[src/include/dpdodt_pkg.sv]
`default_nettype none

package dpdodt_pkg;

  // ----------------------------------------------------------------
  // command encodings (cs_n, ras_n, cas_n, we_n)
  // ----------------------------------------------------------------
  localparam logic [3:0] CMD_DESELECT = 4'h8;
  localparam logic [3:0] CMD_NOP      = 4'h7;
  localparam logic [3:0] CMD_ACT      = 4'h3;
  localparam logic [3:0] CMD_PRE      = 4'h2;
  localparam logic [3:0] CMD_REF      = 4'h1;
  localparam logic [3:0] CMD_MRS      = 4'h0;
  localparam logic [3:0] CMD_RD       = 4'h5;
  localparam logic [3:0] CMD_WR       = 4'h4;

  // ----------------------------------------------------------------
  // apb register map (byte addresses)
  // ----------------------------------------------------------------
  localparam logic [7:0] ADDR_MODE0  = 8'h00;
  localparam logic [7:0] ADDR_MODE1  = 8'h04;
  localparam logic [7:0] ADDR_MODE2  = 8'h08;
  localparam logic [7:0] ADDR_STATUS = 8'h0C;
  localparam logic [7:0] ADDR_CFG    = 8'h10;

  // mode register field positions
  localparam int MODE0_DLL_CTRL_BIT = 12;
  localparam int MODE1_NOM_B0       = 2;
  localparam int MODE1_NOM_B1       = 6;
  localparam int MODE1_NOM_B2       = 9;
  localparam int MODE1_AL_LO        = 3;
  localparam int MODE2_CWL_LO       = 3;
  localparam int MODE2_WR_B0        = 9;
  localparam int MODE2_WR_B1        = 10;

  // reset values
  localparam logic [15:0] MODE0_RESET = 16'h0000;
  localparam logic [15:0] MODE1_RESET = 16'h0000;
  localparam logic [15:0] MODE2_RESET = 16'h0000;
  localparam logic [7:0]  CFG_RESET   = 8'h00;

  // ----------------------------------------------------------------
  // timing in cycles and latency width
  // ----------------------------------------------------------------
  localparam int CWL_BASE           = 5;
  localparam int TERM_LAT_OFFSET    = 2;
  localparam int ENTRY_DELAY_CYC    = 1;
  localparam int EXIT_LAT_CYC       = 3;
  localparam int DLL_EXIT_LAT_CYC   = 10;
  localparam int DLL_LOCK_CYC       = 512;
  localparam int LAT_W              = 5;
  localparam int TERM_PIPE_DEPTH    = 32;

  typedef enum logic [2:0] {
    DPD_ACTIVE,
    DPD_PD_ENTRY,
    DPD_PD_ACTIVE,
    DPD_PD_PRECHARGE,
    DPD_EXIT,
    DPD_RESET
  } dpd_state_t;

  typedef struct packed {
    logic       clock_enable;
    logic [3:0] cmd;
    logic [2:0] bank;
    logic       ap;
    logic       reset_n;
  } dpd_cmd_t;

  typedef struct packed {
    logic       in_powerdown;
    logic       precharge_pd;
    logic       dll_on;
    logic       dll_locked;
    logic       buffers_off;
    logic       ca_receivers_off;
    logic       term_enabled;
    logic       term_active;
    logic       sync_mode;
    logic       exit_ready;
    logic       dll_exit_ready;
  } dpd_status_t;

endpackage

`default_nettype wire

[src/design/dpdodt_delay_line.sv]
`timescale 1ns/1ns
`default_nettype none

// variable-length shift line: output is input delayed by lat cycles
module dpdodt_delay_line #(
  parameter int DEPTH = 32,
  parameter int LW    = 5
) (
  input  wire logic          clk,  // command clock
  input  wire logic          nrst, // sync reset, active low
  input  wire logic          din,  // sampled level
  input  wire logic [LW-1:0] lat,  // delay in cycles
  output logic               dout  // delayed level
);

  logic [DEPTH-1:0] line_reg;

  always_ff @(posedge clk)
  begin
    if (!nrst)
      line_reg <= '0;
    else
      line_reg <= {line_reg[DEPTH-2:0], din};
  end

  // zero latency passes the pin straight through
  always_comb
  begin
    if (lat == '0)
      dout = din;
    else
      dout = line_reg[lat - LW'(1)];
  end

endmodule // dpdodt_delay_line

`default_nettype wire

[src/design/dpdodt_top.sv]
// Implementation choices: the APB register port and the register offsets.
`timescale 1ns/1ns
`default_nettype none

module dpdodt_top (
  input  wire logic                 clk,            // command clock
  input  wire logic                 nrst,           // sync reset
  input  wire dpdodt_pkg::dpd_cmd_t cmd_in,         // command pins
  input  wire logic                 termination_control_pin, // term pin
  input  wire logic                 self_refresh,   // self-refresh flag
  input  wire logic                 psel,           // apb select
  input  wire logic                 penable,        // apb enable
  input  wire logic                 pwrite,         // apb write
  input  wire logic [7:0]           paddr,          // apb address
  input  wire logic [31:0]          pwdata,         // apb write data
  output logic [31:0]               prdata,         // apb read data
  output logic                      pready,         // apb ready
  output logic                      pslverr,        // apb error
  output dpdodt_pkg::dpd_status_t   status,         // live status
  output logic                      termination_resistance // term on
);

  // ----------------------------------------------------------------
  // register bus
  // ----------------------------------------------------------------
  logic [15:0] mode_register_zero_reg;
  logic [15:0] mode_register_one_reg;
  logic [15:0] mode_register_two_reg;
  logic [7:0]  bank_cfg_reg;
  logic [31:0] prdata_next;
  logic        apb_access;

  function automatic logic addr_known(input logic [7:0] a);
    return a == dpdodt_pkg::ADDR_MODE0 || a == dpdodt_pkg::ADDR_MODE1 ||
           a == dpdodt_pkg::ADDR_MODE2 || a == dpdodt_pkg::ADDR_STATUS ||
           a == dpdodt_pkg::ADDR_CFG;
  endfunction

  assign apb_access = psel && penable;
  assign pready     = 1'b1;
  assign pslverr    = apb_access && !addr_known(paddr);

  always_ff @(posedge clk)
  begin
    if (!nrst)
    begin
      mode_register_zero_reg <= dpdodt_pkg::MODE0_RESET;
      mode_register_one_reg  <= dpdodt_pkg::MODE1_RESET;
      mode_register_two_reg  <= dpdodt_pkg::MODE2_RESET;
    end
    else if (apb_access && pwrite)
    begin
      case (paddr)
        dpdodt_pkg::ADDR_MODE0: mode_register_zero_reg <= pwdata[15:0];
        dpdodt_pkg::ADDR_MODE1: mode_register_one_reg  <= pwdata[15:0];
        dpdodt_pkg::ADDR_MODE2: mode_register_two_reg  <= pwdata[15:0];
        default: ;
      endcase
    end
  end

  // ----------------------------------------------------------------
  // bank tracking: one open flag per bank
  // ----------------------------------------------------------------
  logic [7:0] bank_open_reg;
  logic       cmd_live;
  logic       is_nop;

  always_comb
  begin
    is_nop = cmd_in.cmd == dpdodt_pkg::CMD_NOP ||
             cmd_in.cmd[3] == 1'b1;
  end

  always_ff @(posedge clk)
  begin
    if (!nrst)
      bank_cfg_reg <= dpdodt_pkg::CFG_RESET;
    else if (apb_access && pwrite && paddr == dpdodt_pkg::ADDR_CFG)
      bank_cfg_reg <= pwdata[7:0];
    else if (cmd_live)
    begin
      case (cmd_in.cmd)
        dpdodt_pkg::CMD_ACT: bank_cfg_reg[cmd_in.bank] <= 1'b1;
        dpdodt_pkg::CMD_PRE:
          if (cmd_in.ap)
            bank_cfg_reg <= '0;
          else
            bank_cfg_reg[cmd_in.bank] <= 1'b0;
        default: ;
      endcase
    end
  end
  assign bank_open_reg = bank_cfg_reg;

  // ----------------------------------------------------------------
  // power-down state machine
  // ----------------------------------------------------------------
  dpdodt_pkg::dpd_state_t state_reg;
  logic [9:0] cnt_reg;
  logic       dll_on_reg;
  logic       dll_locked_reg;
  logic [9:0] lock_cnt_reg;
  logic       slow_exit_reg;
  logic       buffers_off;
  logic       ca_off;

  // command receivers stay on only outside power-down
  assign cmd_live = cmd_in.reset_n &&
    (state_reg == dpdodt_pkg::DPD_ACTIVE ||
     state_reg == dpdodt_pkg::DPD_EXIT);

  always_ff @(posedge clk)
  begin
    if (!nrst)
    begin
      state_reg     <= dpdodt_pkg::DPD_RESET;
      slow_exit_reg <= 1'b0;
    end
    else if (!cmd_in.reset_n)
      state_reg <= dpdodt_pkg::DPD_RESET;
    else
    begin
      case (state_reg)
        dpdodt_pkg::DPD_RESET:
          state_reg <= dpdodt_pkg::DPD_ACTIVE;
        dpdodt_pkg::DPD_ACTIVE, dpdodt_pkg::DPD_EXIT:
          if (!cmd_in.clock_enable && is_nop)
            state_reg <= dpdodt_pkg::DPD_PD_ENTRY;
          else if (state_reg == dpdodt_pkg::DPD_EXIT &&
                   cnt_reg == '0)
            state_reg <= dpdodt_pkg::DPD_ACTIVE;
        dpdodt_pkg::DPD_PD_ENTRY:
          // row operations already logged finish here first
          if (cnt_reg == '0)
          begin
            if (bank_open_reg != '0)
              state_reg <= dpdodt_pkg::DPD_PD_ACTIVE;
            else
              state_reg <= dpdodt_pkg::DPD_PD_PRECHARGE;
            slow_exit_reg <= bank_open_reg == '0 &&
              !mode_register_zero_reg[dpdodt_pkg::MODE0_DLL_CTRL_BIT];
          end
        dpdodt_pkg::DPD_PD_ACTIVE, dpdodt_pkg::DPD_PD_PRECHARGE:
          if (cmd_in.clock_enable)
            state_reg <= dpdodt_pkg::DPD_EXIT;
        default:
          state_reg <= dpdodt_pkg::DPD_RESET;
      endcase
    end
  end

  // entry delay and exit latency counter
  always_ff @(posedge clk)
  begin
    if (!nrst)
      cnt_reg <= '0;
    else if (state_reg != dpdodt_pkg::DPD_PD_ENTRY &&
             !cmd_in.clock_enable && is_nop &&
             (state_reg == dpdodt_pkg::DPD_ACTIVE ||
              state_reg == dpdodt_pkg::DPD_EXIT))
      cnt_reg <= 10'(dpdodt_pkg::ENTRY_DELAY_CYC - 1);
    else if ((state_reg == dpdodt_pkg::DPD_PD_ACTIVE ||
              state_reg == dpdodt_pkg::DPD_PD_PRECHARGE) &&
             cmd_in.clock_enable)
      cnt_reg <= slow_exit_reg ?
        10'(dpdodt_pkg::DLL_EXIT_LAT_CYC) :
        10'(dpdodt_pkg::EXIT_LAT_CYC);
    else if (cnt_reg != '0)
      cnt_reg <= cnt_reg - 10'd1;
  end

  // dll: off in reset and in slow-exit precharge power-down, relocks after
  always_ff @(posedge clk)
  begin
    if (!nrst || !cmd_in.reset_n)
    begin
      dll_on_reg     <= 1'b0;
      dll_locked_reg <= 1'b0;
      lock_cnt_reg   <= '0;
    end
    else if (state_reg == dpdodt_pkg::DPD_PD_PRECHARGE && slow_exit_reg)
    begin
      dll_on_reg     <= 1'b0;
      dll_locked_reg <= 1'b0;
      lock_cnt_reg   <= '0;
    end
    else
    begin
      dll_on_reg <= 1'b1;
      if (lock_cnt_reg == 10'(dpdodt_pkg::DLL_LOCK_CYC - 1))
        dll_locked_reg <= 1'b1;
      else
        lock_cnt_reg <= lock_cnt_reg + 10'd1;
    end
  end

  always_comb
  begin
    buffers_off = state_reg == dpdodt_pkg::DPD_PD_ENTRY ||
                  state_reg == dpdodt_pkg::DPD_PD_ACTIVE ||
                  state_reg == dpdodt_pkg::DPD_PD_PRECHARGE;
    ca_off = state_reg == dpdodt_pkg::DPD_PD_ACTIVE ||
             state_reg == dpdodt_pkg::DPD_PD_PRECHARGE;
  end

  // ----------------------------------------------------------------
  // termination control
  // ----------------------------------------------------------------
  localparam int    LAT_W = dpdodt_pkg::LAT_W;
  logic             term_enabled;
  logic             sync_mode;
  logic             term_delayed;
  logic [LAT_W-1:0] term_lat;

  always_comb
  begin
    term_enabled =
      mode_register_one_reg[dpdodt_pkg::MODE1_NOM_B0] ||
      mode_register_one_reg[dpdodt_pkg::MODE1_NOM_B1] ||
      mode_register_one_reg[dpdodt_pkg::MODE1_NOM_B2] ||
      mode_register_two_reg[dpdodt_pkg::MODE2_WR_B0] ||
      mode_register_two_reg[dpdodt_pkg::MODE2_WR_B1];
    sync_mode = dll_on_reg && dll_locked_reg;
    term_lat = LAT_W'(dpdodt_pkg::CWL_BASE) +
      LAT_W'(mode_register_two_reg[dpdodt_pkg::MODE2_CWL_LO +: 3]) +
      LAT_W'(mode_register_one_reg[dpdodt_pkg::MODE1_AL_LO +: 2]) -
      LAT_W'(dpdodt_pkg::TERM_LAT_OFFSET);
  end

  // the pin alone drives the decision; no command decode here
  dpdodt_delay_line #(
    .DEPTH (dpdodt_pkg::TERM_PIPE_DEPTH),
    .LW    (LAT_W)
  ) u_term_delay (
    .clk   (clk),
    .nrst  (nrst),
    .din   (termination_control_pin),
    .lat   (term_lat),
    .dout  (term_delayed)
  );

  always_ff @(posedge clk)
  begin
    if (!nrst)
      termination_resistance <= 1'b0;
    else if (self_refresh || !term_enabled)
      termination_resistance <= 1'b0;
    else if (sync_mode)
      termination_resistance <= term_delayed;
    else
      termination_resistance <= termination_control_pin;
  end

  // ----------------------------------------------------------------
  // status and read data
  // ----------------------------------------------------------------
  always_comb
  begin
    status.in_powerdown     = buffers_off;
    status.precharge_pd     = state_reg == dpdodt_pkg::DPD_PD_PRECHARGE;
    status.dll_on           = dll_on_reg;
    status.dll_locked       = dll_locked_reg;
    status.buffers_off      = buffers_off;
    status.ca_receivers_off = ca_off;
    status.term_enabled     = term_enabled;
    status.term_active      = termination_resistance;
    status.sync_mode        = sync_mode;
    status.exit_ready       = state_reg == dpdodt_pkg::DPD_ACTIVE;
    status.dll_exit_ready   = state_reg == dpdodt_pkg::DPD_ACTIVE &&
                              dll_locked_reg;
    case (paddr)
      dpdodt_pkg::ADDR_MODE0:  prdata_next = {16'h0000, mode_register_zero_reg};
      dpdodt_pkg::ADDR_MODE1:  prdata_next = {16'h0000, mode_register_one_reg};
      dpdodt_pkg::ADDR_MODE2:  prdata_next = {16'h0000, mode_register_two_reg};
      dpdodt_pkg::ADDR_STATUS: prdata_next = {21'h00_0000, status};
      dpdodt_pkg::ADDR_CFG:    prdata_next = {24'h00_0000, bank_cfg_reg};
      default:                 prdata_next = 32'h0000_0000;
    endcase
  end

  always_ff @(posedge clk)
  begin
    if (!nrst)
      prdata <= 32'h0000_0000;
    else if (psel && !penable && !pwrite)
      prdata <= prdata_next;
  end

endmodule // dpdodt_top

`default_nettype wire

[config.mk]
export PLATFORM = sky130hd
export DESIGN_NAME = dpdodt_top
export DESIGN_NICKNAME = d
export VERILOG_FILES = /design/src/include/dpdodt_pkg.sv /design/src/design/dpdodt_delay_line.sv /design/src/design/dpdodt_top.sv
export SDC_FILE = /design/constraint.sdc
export NUM_CORES = 1
export LEC_CHECK = 0
export BUFFER_PORTS_ARGS = -buffer_cell sky130_fd_sc_hd__buf_2
export CORE_ASPECT_RATIO = 0.9
export CORE_UTILIZATION = 51
export CTS_CLUSTER_DIAMETER = 150
export DETAILED_ROUTE_END_ITERATION = 6
export PLACE_DENSITY = 0.84
export SLEW_MARGIN = 10
export SYNTH_ARGS = -nofsm -noshare
export SYNTH_HDL_FRONTEND = slang
export SYNTH_HIERARCHICAL = 1
export SYNTH_SLANG_ARGS = --single-unit
[constraint.sdc]
create_clock -name clk -period 2.8 [get_ports clk]
set_clock_uncertainty 0.15 [all_clocks]
set_input_delay 0.84 -clock clk [delete_from_list [all_inputs] [get_ports clk]]
set_output_delay 0.84 -clock clk [all_outputs]
set_load 0.05 [all_outputs]
==> run summary, run 1 <==
In the final routed layout, each cell accounts on average for 16.6 um. For this block, the via count after detailed routing is 5,489. The top achievable clock speed was 0.338 GHz; the I/O pin count was 103.

The global routing met3 resource utilization came out at 6.28%. The tools report the total global-route track usage as 24.5%. The register with the most flip-flops in the layout has 32 of them. The clock net in this run drives a total of 131 sinks. Summed over all layers, the global routing overflow is 0.

Among all flip-flop cells after synthesis, the most frequent one is sky130_fd_sc_hd__dfxtp_1. The die outline height came out at 107 um. The first global-routing pass estimated 24.4 mm of wire. The row count is 37.

Of the cells placed in the final design, the portion with a size suffix greater than 1 is 22.9%. Most congested layer reported by global routing: met2. The power density normalized to cell area was 668 mW/mm^2. The tools report the share of the yosys chip area belonging to registers as 42.1%.

In this run the horizontal extent of the chip is 119 um. The tools report the via count of the first global-routing pass as 5,098. Placed wire-length estimate: 10.3 mm. The slew of the pin with the lowest slew margin was 0.715 ns; the number of filler instances in the final layout was 887.

The endpoint arrival time on the critical path is 3.16 ns. The total area inside the core boundary comes to 0.0117 mm^2. The number of antenna violations at the first check in global routing is 0. The run finished, with violations left. The number of port buffers came out at 69.

The tools report the hold slack as 0.299 ns. STA classifies the critical path endpoint as a register. Setup repair after global routing could not meet its margin everywhere. The maximum number of buffers from clock root to sink came out at 2.

Yosys mapped a number of flops with a built-in enable equal to 0. Wires add up to 15.5 mm. The congestion estimate from routability-driven global placement came to 0.914.

Summed over all failing endpoints, the final setup total negative slack is -0.195 ns. Summing every instance area after synthesis gives 0.00623 mm^2. The vias per cell was 5.86. The share of synthesized area in the top cell type comes to 42.1%. The run gives 0.00675 mm^2 as the total placed instance area. The most common cell in the synthesized netlist is sky130_fd_sc_hd__dfxtp_1.

The final reports fail on setup timing. For the number of slew-limit violations in the final report, the log shows 0. The clock slew seen by the registers of the worst setup and hold paths was 0.05 ns. The worst slack at placement is -0.239 ns, and the count of state elements after synthesis is 131. Across the run, the number of max-cap violations was 0.

The tree is rooted in a sky130_fd_sc_hd__clkbuf_16. For this run, asynchronously set or reset flops after synthesis account for 0%. The post-synthesis cell type with the largest combined area was sky130_fd_sc_hd__dfxtp_1. In this run, post-CTS hold repair placed 0 buffers.

The multi-input combinational cells in the finished layout cover a total of 0.00333 mm^2. The tools report the register area as 0.00263 mm^2. Counting the buffers created by CTS gives 17. The required time reported for the critical path endpoint is 3.00 ns.

The residual DRC count was 0; the number of DRC markers after the initial detailed-route iteration was 516. Summed over all cells, the static leakage comes to 3.06 nW. In the post-synthesis netlist, the biggest area contributors are sky130_fd_sc_hd__dfxtp_1 42%, sky130_fd_sc_hd__o21ai_0 5.5%, sky130_fd_sc_hd__nand2_1 4.6%, sky130_fd_sc_hd__mux2i_1 4.0%, sky130_fd_sc_hd__and2_1 3.7%.

The run gives 0.00748 mm^2 as the final instance area. The worst setup path is launched from a register. Clock latency on the worst-skew pair, taken at its later pin, is 0.41 ns. Length of the first detailed-routing pass in iterations: 6. Counting instances in the post-synthesis netlist gives the leading cell types as 131 x sky130_fd_sc_hd__dfxtp_1, 77 x sky130_fd_sc_hd__nand2_1, 68 x sky130_fd_sc_hd__o21ai_0. The path category of the worst min-delay check is reg2reg. Setup violations remaining at the end of the flow were counted as 2. The tools report the antenna diode count as 0. The maximum ir drop on the vdd rail came out at 0.433 mV.

Entering global routing, the biggest net connects 57 pins. For this run, the share of the core covered by cells in the final layout is 64.1%. The worst path in the final design needs a cycle of 2.96 ns, including I/O delays and setup.

Compared with the post-synthesis result, the final layout area differs by 20.0%. The mean post-synth cell area works out to 8.93 um^2. The logs give 66 for the number of different library cells in the post-synthesis netlist and 4 for the number of H-tree branching levels.

The cell count after synthesis came out at 698. The run gives 29.6% as the met1 routing resource usage after global routing. Once detail routing completed, the nets flagged for antenna violations numbered 0. Maximum fanout count along the critical path: 3. The start-to-end type of the worst setup path is reg2reg. In the finished design, the share of the clock period the worst path needs comes to 106%.

TritonCTS built the clock tree. For the number of nets at the end of the flow, the log shows 833. The number of hold-slack violations in the final timing report was 0. Global routing consumed, on the met2 layer, 41.5% of the routing resources. Yosys printed 6 warnings.

The area of the die was 0.0127 mm^2; the effective utilization at floorplan was 53.4%. The logs give 51.7% for the tightest slew margin relative to the limit and -0.160 ns for the smallest setup slack after layout.
stage by stage:
step / instances / power [W]
detailed placement: 903 / 0.00273
CTS: 937 / 0.00500
global placement: 903 / 0.00269
finish: 937 / 0.00500
floorplan: 714 / 0.00257
global route: 937 / 0.00518
repair_timing:
action                     4_1_cts  5_1_grt
cloned                           0        0
setup endpoints to repair        2        2
pin swaps                        4        6
resized for setup                7       18
setup buffers                    3        0
path summary, 6_finish.rpt:
check | from | end | slack [ns] | cells past startpoint
worst max register to register | mode_register_two_reg[4]$_SDFFE_PN0P_ | termination_resistance$_SDFF_PP0_ | -0.16 | 15
worst min register to register | u_term_delay/line_reg[2]$_SDFF_PN0_ | u_term_delay/line_reg[3]$_SDFF_PN0_ | 0.30 | 1
worst min-delay path | u_term_delay/line_reg[2]$_SDFF_PN0_ | u_term_delay/line_reg[3]$_SDFF_PN0_ | 0.30 | 1
worst max-delay path | mode_register_two_reg[4]$_SDFFE_PN0P_ | termination_resistance$_SDFF_PP0_ | -0.16 | 15
power by group:
group / leakage [nW] / total, W / internal, W / switching (W)
combinational: 1.71 / 0.000718 / 0.000277 / 0.000441
sequential: 1.06 / 0.00201 / 0.00193 / 0.0000756
clock: 0.294 / 0.00227 / 0.00148 / 0.000789
total: 3.06 / 0.00500 / 0.00369 / 0.00131
worst max-delay path, cell delays in order, from the launching register on:
cell                      delay [ns]
sky130_fd_sc_hd__dfxtp_2        0.33
sky130_fd_sc_hd__inv_2          0.05
sky130_fd_sc_hd__ha_4           0.22
sky130_fd_sc_hd__inv_2          0.06
sky130_fd_sc_hd__ha_4           0.12
sky130_fd_sc_hd__inv_2          0.03
sky130_fd_sc_hd__fa_1           0.53
sky130_fd_sc_hd__inv_2          0.08
sky130_fd_sc_hd__nor3_4         0.17
sky130_fd_sc_hd__xnor2_2        0.17
sky130_fd_sc_hd__mux2i_1        0.26
sky130_fd_sc_hd__mux2i_1        0.11
sky130_fd_sc_hd__mux2i_1        0.18
sky130_fd_sc_hd__mux2i_1        0.12
sky130_fd_sc_hd__a21oi_1        0.14
sky130_fd_sc_hd__and3b_1        0.17
routing by layer:
metal | up-vias | routed length [um]
met3 | 38 | 1220
met5 | - | 0
met1 | 2564 | 6280
li1 | 2605 | -
met4 | 0 | 377
met2 | 282 | 7640
logic make-up (layout without fill, tap and decap cells):
kind of cell	Yosys count	in the layout	synth area share (%)
other	2	18	0.120
adders and majority gates	7	7	1.53
muxes	40	40	9.37
DFF	131	131	42.1
xor gates and xnor gates	8	8	1.24
AOI/OAI and AO/OA	163	163	16.6
and+or+nand+nor	259	259	22.0
buffers and inverters	88	155	7.05
final cells by class:
cell class	count	area share (%)
repair buffers	105	8.57
flip-flops and latches	131	35.1
well taps	156	2.61
clock inverters	9	1.71
clock buffers	22	6.47
inverters	19	0.954
multi-input cells	495	44.6
cell usage in the layout (no fill, tap or decap), drive strengths merged, types with 22 or more instances in the layout:
cell	count
and2	37
mux2i	25
nand3	46
dfxtp	131
o21ai	68
nor2	25
buf	105
a21boi	22
clkbuf	22
nand2	77
a21oi	22
No activity file was read; power rests on OpenSTA's default activity.
==> run 2, diff against run 1 <==
--- a/config.mk
+++ b/config.mk
@@ -5,12 +5,13 @@
 export SDC_FILE = /design/constraint.sdc
 export NUM_CORES = 1
 export LEC_CHECK = 0
+export ABC_AREA = 1
 export BUFFER_PORTS_ARGS = -buffer_cell sky130_fd_sc_hd__buf_2
 export CORE_ASPECT_RATIO = 0.9
-export CORE_UTILIZATION = 51
+export CORE_UTILIZATION = 52
 export CTS_CLUSTER_DIAMETER = 150
 export DETAILED_ROUTE_END_ITERATION = 6
-export PLACE_DENSITY = 0.84
+export PLACE_DENSITY = 0.85
 export SLEW_MARGIN = 10
 export SYNTH_ARGS = -nofsm -noshare
 export SYNTH_HDL_FRONTEND = slang
==> run 2 against run 1 <==
The run now ends clean; die area increased by 3.8%; flip-flop and latch count is the same; fmax grew 8.1%; routed wire length increased by 5.3%; sequential power hardly changed; combinational power is 3.1% lower; synthesized cell count rose by 35%; non-clock buffer count fell by 10; cell count is 27% higher; clock power rose by 4%; first-iteration DRC count decreased by 6.2%; clock-buffer cell count is 3 lower; largest cell class unchanged.
==> run summary, run 2 <==
For this design, the sink count on the clock tree is 131. Setup repair after global routing could not meet its margin everywhere. Excluding fillers, the count of instances in the completed layout stands at 1,190. The tools report the cell count after synthesis as 941.

The number of flops mapped to enable cells by yosys is 0, and the power share of the sequential group is 39.3%. Fraction of power consumed by combinational cells: 13.8%. The most common cell after layout, fill and taps aside is sky130_fd_sc_hd__nand2_1. The number of slew-limit violations in the final report was 0; the endpoint arrival time on the critical path was 1.75 ns.

Of the synthesized area, sequential elements account for 39.7%. The warning count from the yosys run is 6, and the switching power total is 0.00137 W. For this block, the initial DRC count from the detailed router was 484. After detailed routing, the total wire length is 16.3 mm. The number of hold-repair buffers added at the cts stage was 0; the number of buffers inserted during clock tree synthesis was 17. The mean post-synth cell area is 7.02 um^2. Counting flops with an async set or reset pin after synthesis yields a share of 0%.

The path class of the tightest hold or removal check is reg2reg. The total power of the final layout is 0.00504 W, and the vias per cell is 5.25. The mapped netlist covers 0.00660 mm^2. The congestion estimate from routability-driven global placement came to 0.846. The top cell types in the final layout, fill and taps aside, are 197 x sky130_fd_sc_hd__nand2_1, 131 x sky130_fd_sc_hd__dfxtp_1, 128 x sky130_fd_sc_hd__inv_1, 90 x sky130_fd_sc_hd__nor2_1, 83 x sky130_fd_sc_hd__nand3_1. The tools report the maximum ir drop on the vdd rail as 0.480 mV. The capture point of the worst path is pslverr. In the global route stage, overall resource usage came out at 26.0%. The final critical path takes up 97.8% of the cycle. The run gives 0 as the number of antenna violations at the first check in global routing.

Synthesis inferred 131 register bits. The top achievable clock speed was 0.365 GHz. After synthesis, the cell types taking the most area are sky130_fd_sc_hd__dfxtp_1 40%, sky130_fd_sc_hd__nand2_1 11%, sky130_fd_sc_hd__inv_1 7.5%, sky130_fd_sc_hd__nand3_1 6.3%, sky130_fd_sc_hd__o21ai_0 5.4%.

The logs give 63.2% for the post-route core utilization and 5 for the length of the first detailed-routing pass in iterations. The number of hold-slack violations in the final timing report was 0. Of the total power, the share spent switching nets is 27.1%. Clock tree synthesis selected as its root buffer the cell sky130_fd_sc_hd__clkbuf_16. The tightest slew margin relative to the limit was 59.7%; the clock slew seen by the registers of the worst setup and hold paths was 0.06 ns. The area of the die is 0.0132 mm^2, and the number of nets at the end of the flow is 1,083. The tools report the critical path capture point type as an output port.

Post-synthesis cell type with the largest combined area: sky130_fd_sc_hd__dfxtp_1. Among all cell types in the netlist, the one instantiated most often is sky130_fd_sc_hd__nand2_1. The tools report the required time reported for the critical path endpoint as 1.81 ns. For flop-to-flop paths, the worst setup slack is 0.15 ns. TritonCTS built the clock tree. The worst hold path startpoint is u_term_delay/line_reg[25]$_SDFF_PN0_. The floorplan has 38 rows.

The setup path with the least slack is of type in2out. The chip width was 121 um. The run gives 54.0% as the effective utilization at floorplan.

The number of port buffers was 69; the maximum fanout count along the critical path was 4. The core region is 0.0122 mm^2. For the pin with the worst max-slew slack, the measured transition is 0.603 ns. The area added between synthesis and finish was 17.0%; the global-route wire length before repair was 26.5 mm.

The logs give 1,160 for the total instance count after detailed placement and 0 for the count of nets left with antenna violations after detail routing. The register with the most flip-flops in the layout has 32 of them. The startpoint identified for the worst register-to-register timing path is mode_register_one_reg[4]$_SDFFE_PN0P_. The cell depth of the worst flop-to-flop path came out at 15. The fraction of layout cells with a size suffix above 1 came out at 18.4%. The flow ran to the end, and the final reports show no timing, DRC or antenna violations.

Proportion of power drawn by the clock network: 46.9%. For the I/O pin count, the log shows 103. Ranked by instance count, the synthesized netlist is headed by 202 x sky130_fd_sc_hd__nand2_1, 132 x sky130_fd_sc_hd__inv_1, 131 x sky130_fd_sc_hd__dfxtp_1. The routed layout has 6,244 vias. The run gives 0 as the residual DRC count.

The critical path starts at paddr[1]. The run gives 0 as the antenna diode count. The logs give 0 for the post-CTS setup buffer count and 2 for the maximum number of buffers from clock root to sink. The placed wire-length estimate is 11.4 mm, and the via count of the first global-routing pass is 5,565. The average wire length per cell after detail routing came out at 13.7 um.

Setup violations remaining at the end of the flow were counted as 0. The worst setup path is launched from a primary input. The endpoint identified for the worst register-to-register timing path is termination_resistance$_SDFF_PP0_. The total internal power was 0.00368 W. The number of different library cells used by synthesis comes to 48.

The total overflow left after global routing is 0. Max-cap violations in this run came to 0. The post-layout minimum cycle time came out at 2.74 ns. Entering global routing, the biggest net connects 32 pins.

Power density normalized to cell area: 653 mW/mm^2. The die is 109 um tall. Top flip-flop cell by instance count after synthesis: sky130_fd_sc_hd__dfxtp_1.

The area share of the largest cell type after synthesis was 39.7%. The run gives 0.43 ns as the clock latency on the worst-skew pair. In this run the static leakage power is 3.81 nW. The filler cells instantiated in the layout total 1,051. Number of H-tree branching levels: 4.
-- run 2: cell types whose count changed after synthesis, moves of 10 or more --
cell                       previous run  this run
sky130_fd_sc_hd__a21boi_0            22         0
sky130_fd_sc_hd__a21oi_1             22        67
sky130_fd_sc_hd__clkbuf_1            30        10
sky130_fd_sc_hd__nor2_1              25        93
sky130_fd_sc_hd__and2_1              37         1
sky130_fd_sc_hd__nand3_1             46        83
sky130_fd_sc_hd__inv_1               19       132
sky130_fd_sc_hd__mux2i_1             25         0
sky130_fd_sc_hd__inv_2                0        11
sky130_fd_sc_hd__nor2_4               0        10
sky130_fd_sc_hd__nand2_1             77       202
sky130_fd_sc_hd__nor2b_1             10         0
-- run 2: final cells by class --
cell class                      count  area [um^2]  area share, %
Inverter                          146          561           7.26
Tap cell                          160          200           2.59
Clock buffer                       19          453           5.86
Clock inverter                     11          176           2.28
Sequential cell                   131         2620           33.9
Timing Repair Buffer               95          558           7.22
Multi-Input combinational cell    628         3160           40.8
-- run 2: worst max-delay path, cell delays in order --
cell                      delay (ns)
sky130_fd_sc_hd__buf_2          0.09
sky130_fd_sc_hd__inv_2          0.04
sky130_fd_sc_hd__nand2_4        0.10
sky130_fd_sc_hd__nor2_4         0.06
sky130_fd_sc_hd__nand2_4        0.06
sky130_fd_sc_hd__nand4_1        0.14
sky130_fd_sc_hd__nor4_4         0.21
sky130_fd_sc_hd__buf_6          0.20
-- run 2: cells by family (layout without fill, tap and decap cells) --
family                   Yosys count  count (layout)  synth area share (%)
AO/OA/AOI/OAI                    164             164                  13.2
XOR/XNOR                           7               7                 0.929
adder cells (fa/ha/maj)            7               7                  1.44
buffers and inverters            199             271                  14.4
flip-flops                       131             131                  39.7
other                              2              19                 0.114
AND/OR/NAND/NOR                  431             431                  30.1
-- run 2: layer usage --
layer	vias to the layer above	track usage [%]	wire, um
li1	3105	-	-
met1	2871	33.1	7170
met2	235	41.3	7560
met3	33	7.37	1200
met4	0	11.1	405
met5	-	0	0
-- run 2: through the flow --
| stage | setup WS [ns] | hold WS, ns | cell area, um^2 | setup TNS [ns] |
|---|---|---|---|---|
| after floorplan | -0.132 | 0.257 | 6720 | -0.132 |
| after global placement | -0.128 | 0.260 | 7060 | -0.128 |
| after detailed placement | -0.138 | 0.267 | 7060 | -0.138 |
| after CTS | 0.0142 | 0.274 | 7700 | 0 |
| after global routing | -0.0195 | 0.287 | 7730 | -0.0195 |
| final | 0.0612 | 0.273 | 7730 | 0 |
-- run 2: worst min path at each step --
| stage | depth (start not counted) | to |
|---|---|---|
| global placement | 2 | u_term_delay/line_reg[2]$_SDFF_PN0_ |
| floorplan | 2 | u_term_delay/line_reg[10]$_SDFF_PN0_ |
| CTS | 2 | u_term_delay/line_reg[26]$_SDFF_PN0_ |
| finish | 2 | u_term_delay/line_reg[26]$_SDFF_PN0_ |
| global route | 2 | u_term_delay/line_reg[28]$_SDFF_PN0_ |
| detailed placement | 2 | u_term_delay/line_reg[4]$_SDFF_PN0_ |
-- run 2: power groups by stage --
stage                     Clock (W)  Sequential (W)  Combinational [W]
after floorplan                   0         0.00203           0.000539
after global placement            0         0.00202           0.000667
after detailed placement          0         0.00202           0.000683
after CTS                   0.00239         0.00198           0.000690
after global routing        0.00248         0.00199           0.000780
final                       0.00237         0.00198           0.000696
-- run 2: timing repair --
item | CTS | global route
resized for setup | 2 | 13
pin swaps | 1 | 0
endpoints found under the setup margin | 1 | 2
==> run 3, diff against run 2 <==
--- a/config.mk
+++ b/config.mk
@@ -11,7 +11,7 @@
 export CORE_UTILIZATION = 52
 export CTS_CLUSTER_DIAMETER = 150
 export DETAILED_ROUTE_END_ITERATION = 6
-export PLACE_DENSITY = 0.85
+export PLACE_DENSITY = 0.77
 export SLEW_MARGIN = 10
 export SYNTH_ARGS = -nofsm -noshare
 export SYNTH_HDL_FRONTEND = slang
==> run 3 against run 2 <==
Register-to-register slack worse by 0.04 ns; design area up 0.57%; sequential share of layout area down 0.16 points; routed wire length down 2.1%; die area unchanged; utilization up 0.36 points; fmax down 0.73%; clock-buffer cell count down 2; first-iteration DRC count down 2.1%; hold slack better by 0.0024 ns; critical path type unchanged; highest routed layer unchanged.
==> run summary, run 3 (synthesis results as in run 2) <==
In this run the worst hold path is classified as reg2reg. After detailed routing, the number of remaining DRC violations is 0. In this run the standard cell core region covers 0.0122 mm^2.

Antenna diode count: 0. The post-route netlist has 19.8% of its cells at a drive strength greater than 1. The die covers 0.0132 mm^2. Counting every sink on the clock net gives 131. IR analysis of the VDD net gives a maximum drop of 0.489 mV.

Setup violations remaining at the end of the flow were counted as 0. The tools report the number of antenna violations at the first check in global routing as 0. The vias per cell is 5.11. The tools report the endpoint of the worst hold path as u_term_delay/line_reg[24]$_SDFF_PN0_. Excluding fillers, the count of instances in the completed layout stands at 1,191.

At the end of the flow the core is filled with cells to 63.6%. The global-route wire length before repair was 26.0 mm. Across all register-to-register paths, the minimum setup slack is 0.11 ns.

The number of slew-limit violations in the final report was 0. Largest net degree at the start of global routing: 57. After clock tree synthesis, the clock-pin slew on the worst setup and hold paths is 0.05 ns. The worst setup path is of the in2out kind. TritonCTS built the clock tree. On the worst path, the slowest cell contributes a delay of 0.27 ns.

The library cell used most frequently in the layout, excluding fill and tap cells, is sky130_fd_sc_hd__nand2_1. The startpoint class of the critical path was a primary input. The largest individual stage delay along the critical path comes from the cell sky130_fd_sc_hd__nor4_4.

The initial utilization of the core area, before any placement, comes to 54.0%. The register with the most flip-flops in the layout has 32 of them. The chip width works out to 121 um. The average wire length per cell after detail routing is 13.4 um. The placed wire-length estimate was 11.0 mm. At the end of the flow, the number of nets in the layout was 1,083. In this run, CTS created clock tree buffers numbering 17. The total global-route track usage was 25.5%; the post-layout minimum cycle time was 2.76 ns. In this run the tightest slew margin relative to its limit is 61.3%.

For the vias after detailed routing, the log shows 6,089. The tools report the static power due to leakage as 3.80 nW. The worst register-to-register path begins at mode_register_one_reg[3]$_SDFFE_PN0P_. The row count is 38, and the number of maximum-capacitance violations is 0.

The H-tree was split into 4 levels. The number of stages on the worst hold path is 2, and the slew of the pin with the lowest slew margin is 0.578 ns. For the worst-skew pair, the clock arrives at the later sink with an insertion delay of 0.42 ns. The die outline height works out to 109 um. In this design, the critical path's most frequently occurring cell is sky130_fd_sc_hd__nand2_4. The endpoint arrival time on the critical path is 1.77 ns, and the top achievable clock speed is 0.362 GHz.

The run gives 5,569 as the via count of the first global-routing pass. The worst hold path begins at u_term_delay/line_reg[23]$_SDFF_PN0_. Leaving out fill and tap cells, the most frequent cells in the layout are 195 x sky130_fd_sc_hd__nand2_1, 129 x sky130_fd_sc_hd__dfxtp_1, 123 x sky130_fd_sc_hd__inv_1, 90 x sky130_fd_sc_hd__nor2_1, 81 x sky130_fd_sc_hd__nand3_1. The longest clock path from root to sink contains 2 buffers.

The smallest setup slack after layout was 0.0412 ns. 103 I/O pins were placed. Traced cell by cell, the critical path runs through buf_4 -> nor2_4 -> nand2_4 -> inv_6 -> nand2_4 -> nand4_1 -> nor4_4 -> buf_6. The total overflow reported by the global router is 0, and the final clock period utilization by the worst path is 98.5%. For the number of hold-slack violations in the final timing report, the log shows 0.

The number of port buffers is 69, and the number of DRC markers after the initial detailed-route iteration is 474. Counting tap cells, the placed design contains a total of 1,158 instances. STA classifies the critical path endpoint as an output port. The number of cells on the worst reg-to-reg path is 15. The maximum fanout count along the critical path works out to 4. For the final weighted congestion in routability-driven placement, the log shows 0.832. The tools report the length of the first detailed-routing pass in iterations as 7. Worst reg2reg path endpoint: termination_resistance$_SDFF_PP0_.

The tools report the required time reported for the critical path endpoint as 1.81 ns. Hold is met by 0.275 ns. Summed over all layers, the routed wires come to 16.0 mm. The area added between synthesis and finish was 17.7%. The flow ran to the end, and the final reports show no timing, DRC or antenna violations. For the count of nets left with antenna violations after detail routing, the log shows 0.

Root buffer selected by CTS: sky130_fd_sc_hd__clkbuf_16. The run gives -0.116 ns as the worst slack at placement. Power spread over the standard cell area amounts to 624 mW/mm^2.
run 3: changes by cell type in the layout (fill, tap and decap cells not counted), sizes merged:
cell / change
clkbuf: -2
inv: +3
bufinv: -2
clkinv: +2
run 3: cell type report:
cell class	count	area (um^2)
repair buffers	95	589
multi-input cells	628	3210
clock buffers	17	425
fillers	1099	4450
well taps	160	200
inverters	146	566
clock inverters	14	153
flip-flops and latches	131	2630
run 3: per-stage QoR:
| stage | setup TNS (ns) | cell area (um^2) | total power (W) |
|---|---|---|---|
| after floorplan | -0.132 | 6720 | 0.00256 |
| after global placement | -0.116 | 7050 | 0.00269 |
| after detailed placement | -0.207 | 7050 | 0.00270 |
| after CTS | 0 | 7640 | 0.00486 |
| after global routing | -0.0126 | 7770 | 0.00506 |
| final | 0 | 7770 | 0.00485 |
run 3: worst max-delay path by stage:
| stage | from | endpoint | slack [ns] | cells past startpoint |
|---|---|---|---|---|
| floorplan | paddr[7] | pslverr | -0.13 | 7 |
| global placement | paddr[0] | pslverr | -0.12 | 8 |
| finish | paddr[7] | pslverr | 0.04 | 8 |
| global route | mode_register_one_reg[3]$_SDFFE_PN0P_ | termination_resistance$_SDFF_PP0_ | -0.01 | 18 |
| CTS | paddr[0] | pslverr | 0.04 | 8 |
| detailed placement | paddr[0] | pslverr | -0.12 | 8 |
run 3: repair_timing:
| action | 4_1_cts | 5_1_grt |
|---|---|---|
| setup endpoints to repair | 2 | 2 |
| buffers inserted | 0 | 2 |
| resized for setup | 4 | 38 |
| pin swaps | 1 | 19 |
| cloned | 0 | 0 |
| hold buffers | 0 | 0 |
run 3: metal layers:
metal  global-route usage, %  vias to the layer above  share of wire (%)
met4                    10.9                        0                1.7
li1                        -                     3105                  -
met3                    5.54                       20                7.3
met5                       0                        -                  0
met2                    40.8                      215                 47
met1                    33.2                     2749                 44
run 3: worst max-delay path, delay by kind of cell:
kind                   cells  cell delay, ns
AND/OR/NAND/NOR            5            0.58
buffers and inverters      3            0.35
run 3: power breakdown:
part	total, W	switching, W	leakage, nW	internal (W)
clock	0.00217	0.000855	0.285	0.00132
combinational	0.000698	0.000476	2.45	0.000222
sequential	0.00198	0.0000514	1.06	0.00193
total	0.00485	0.00138	3.80	0.00347
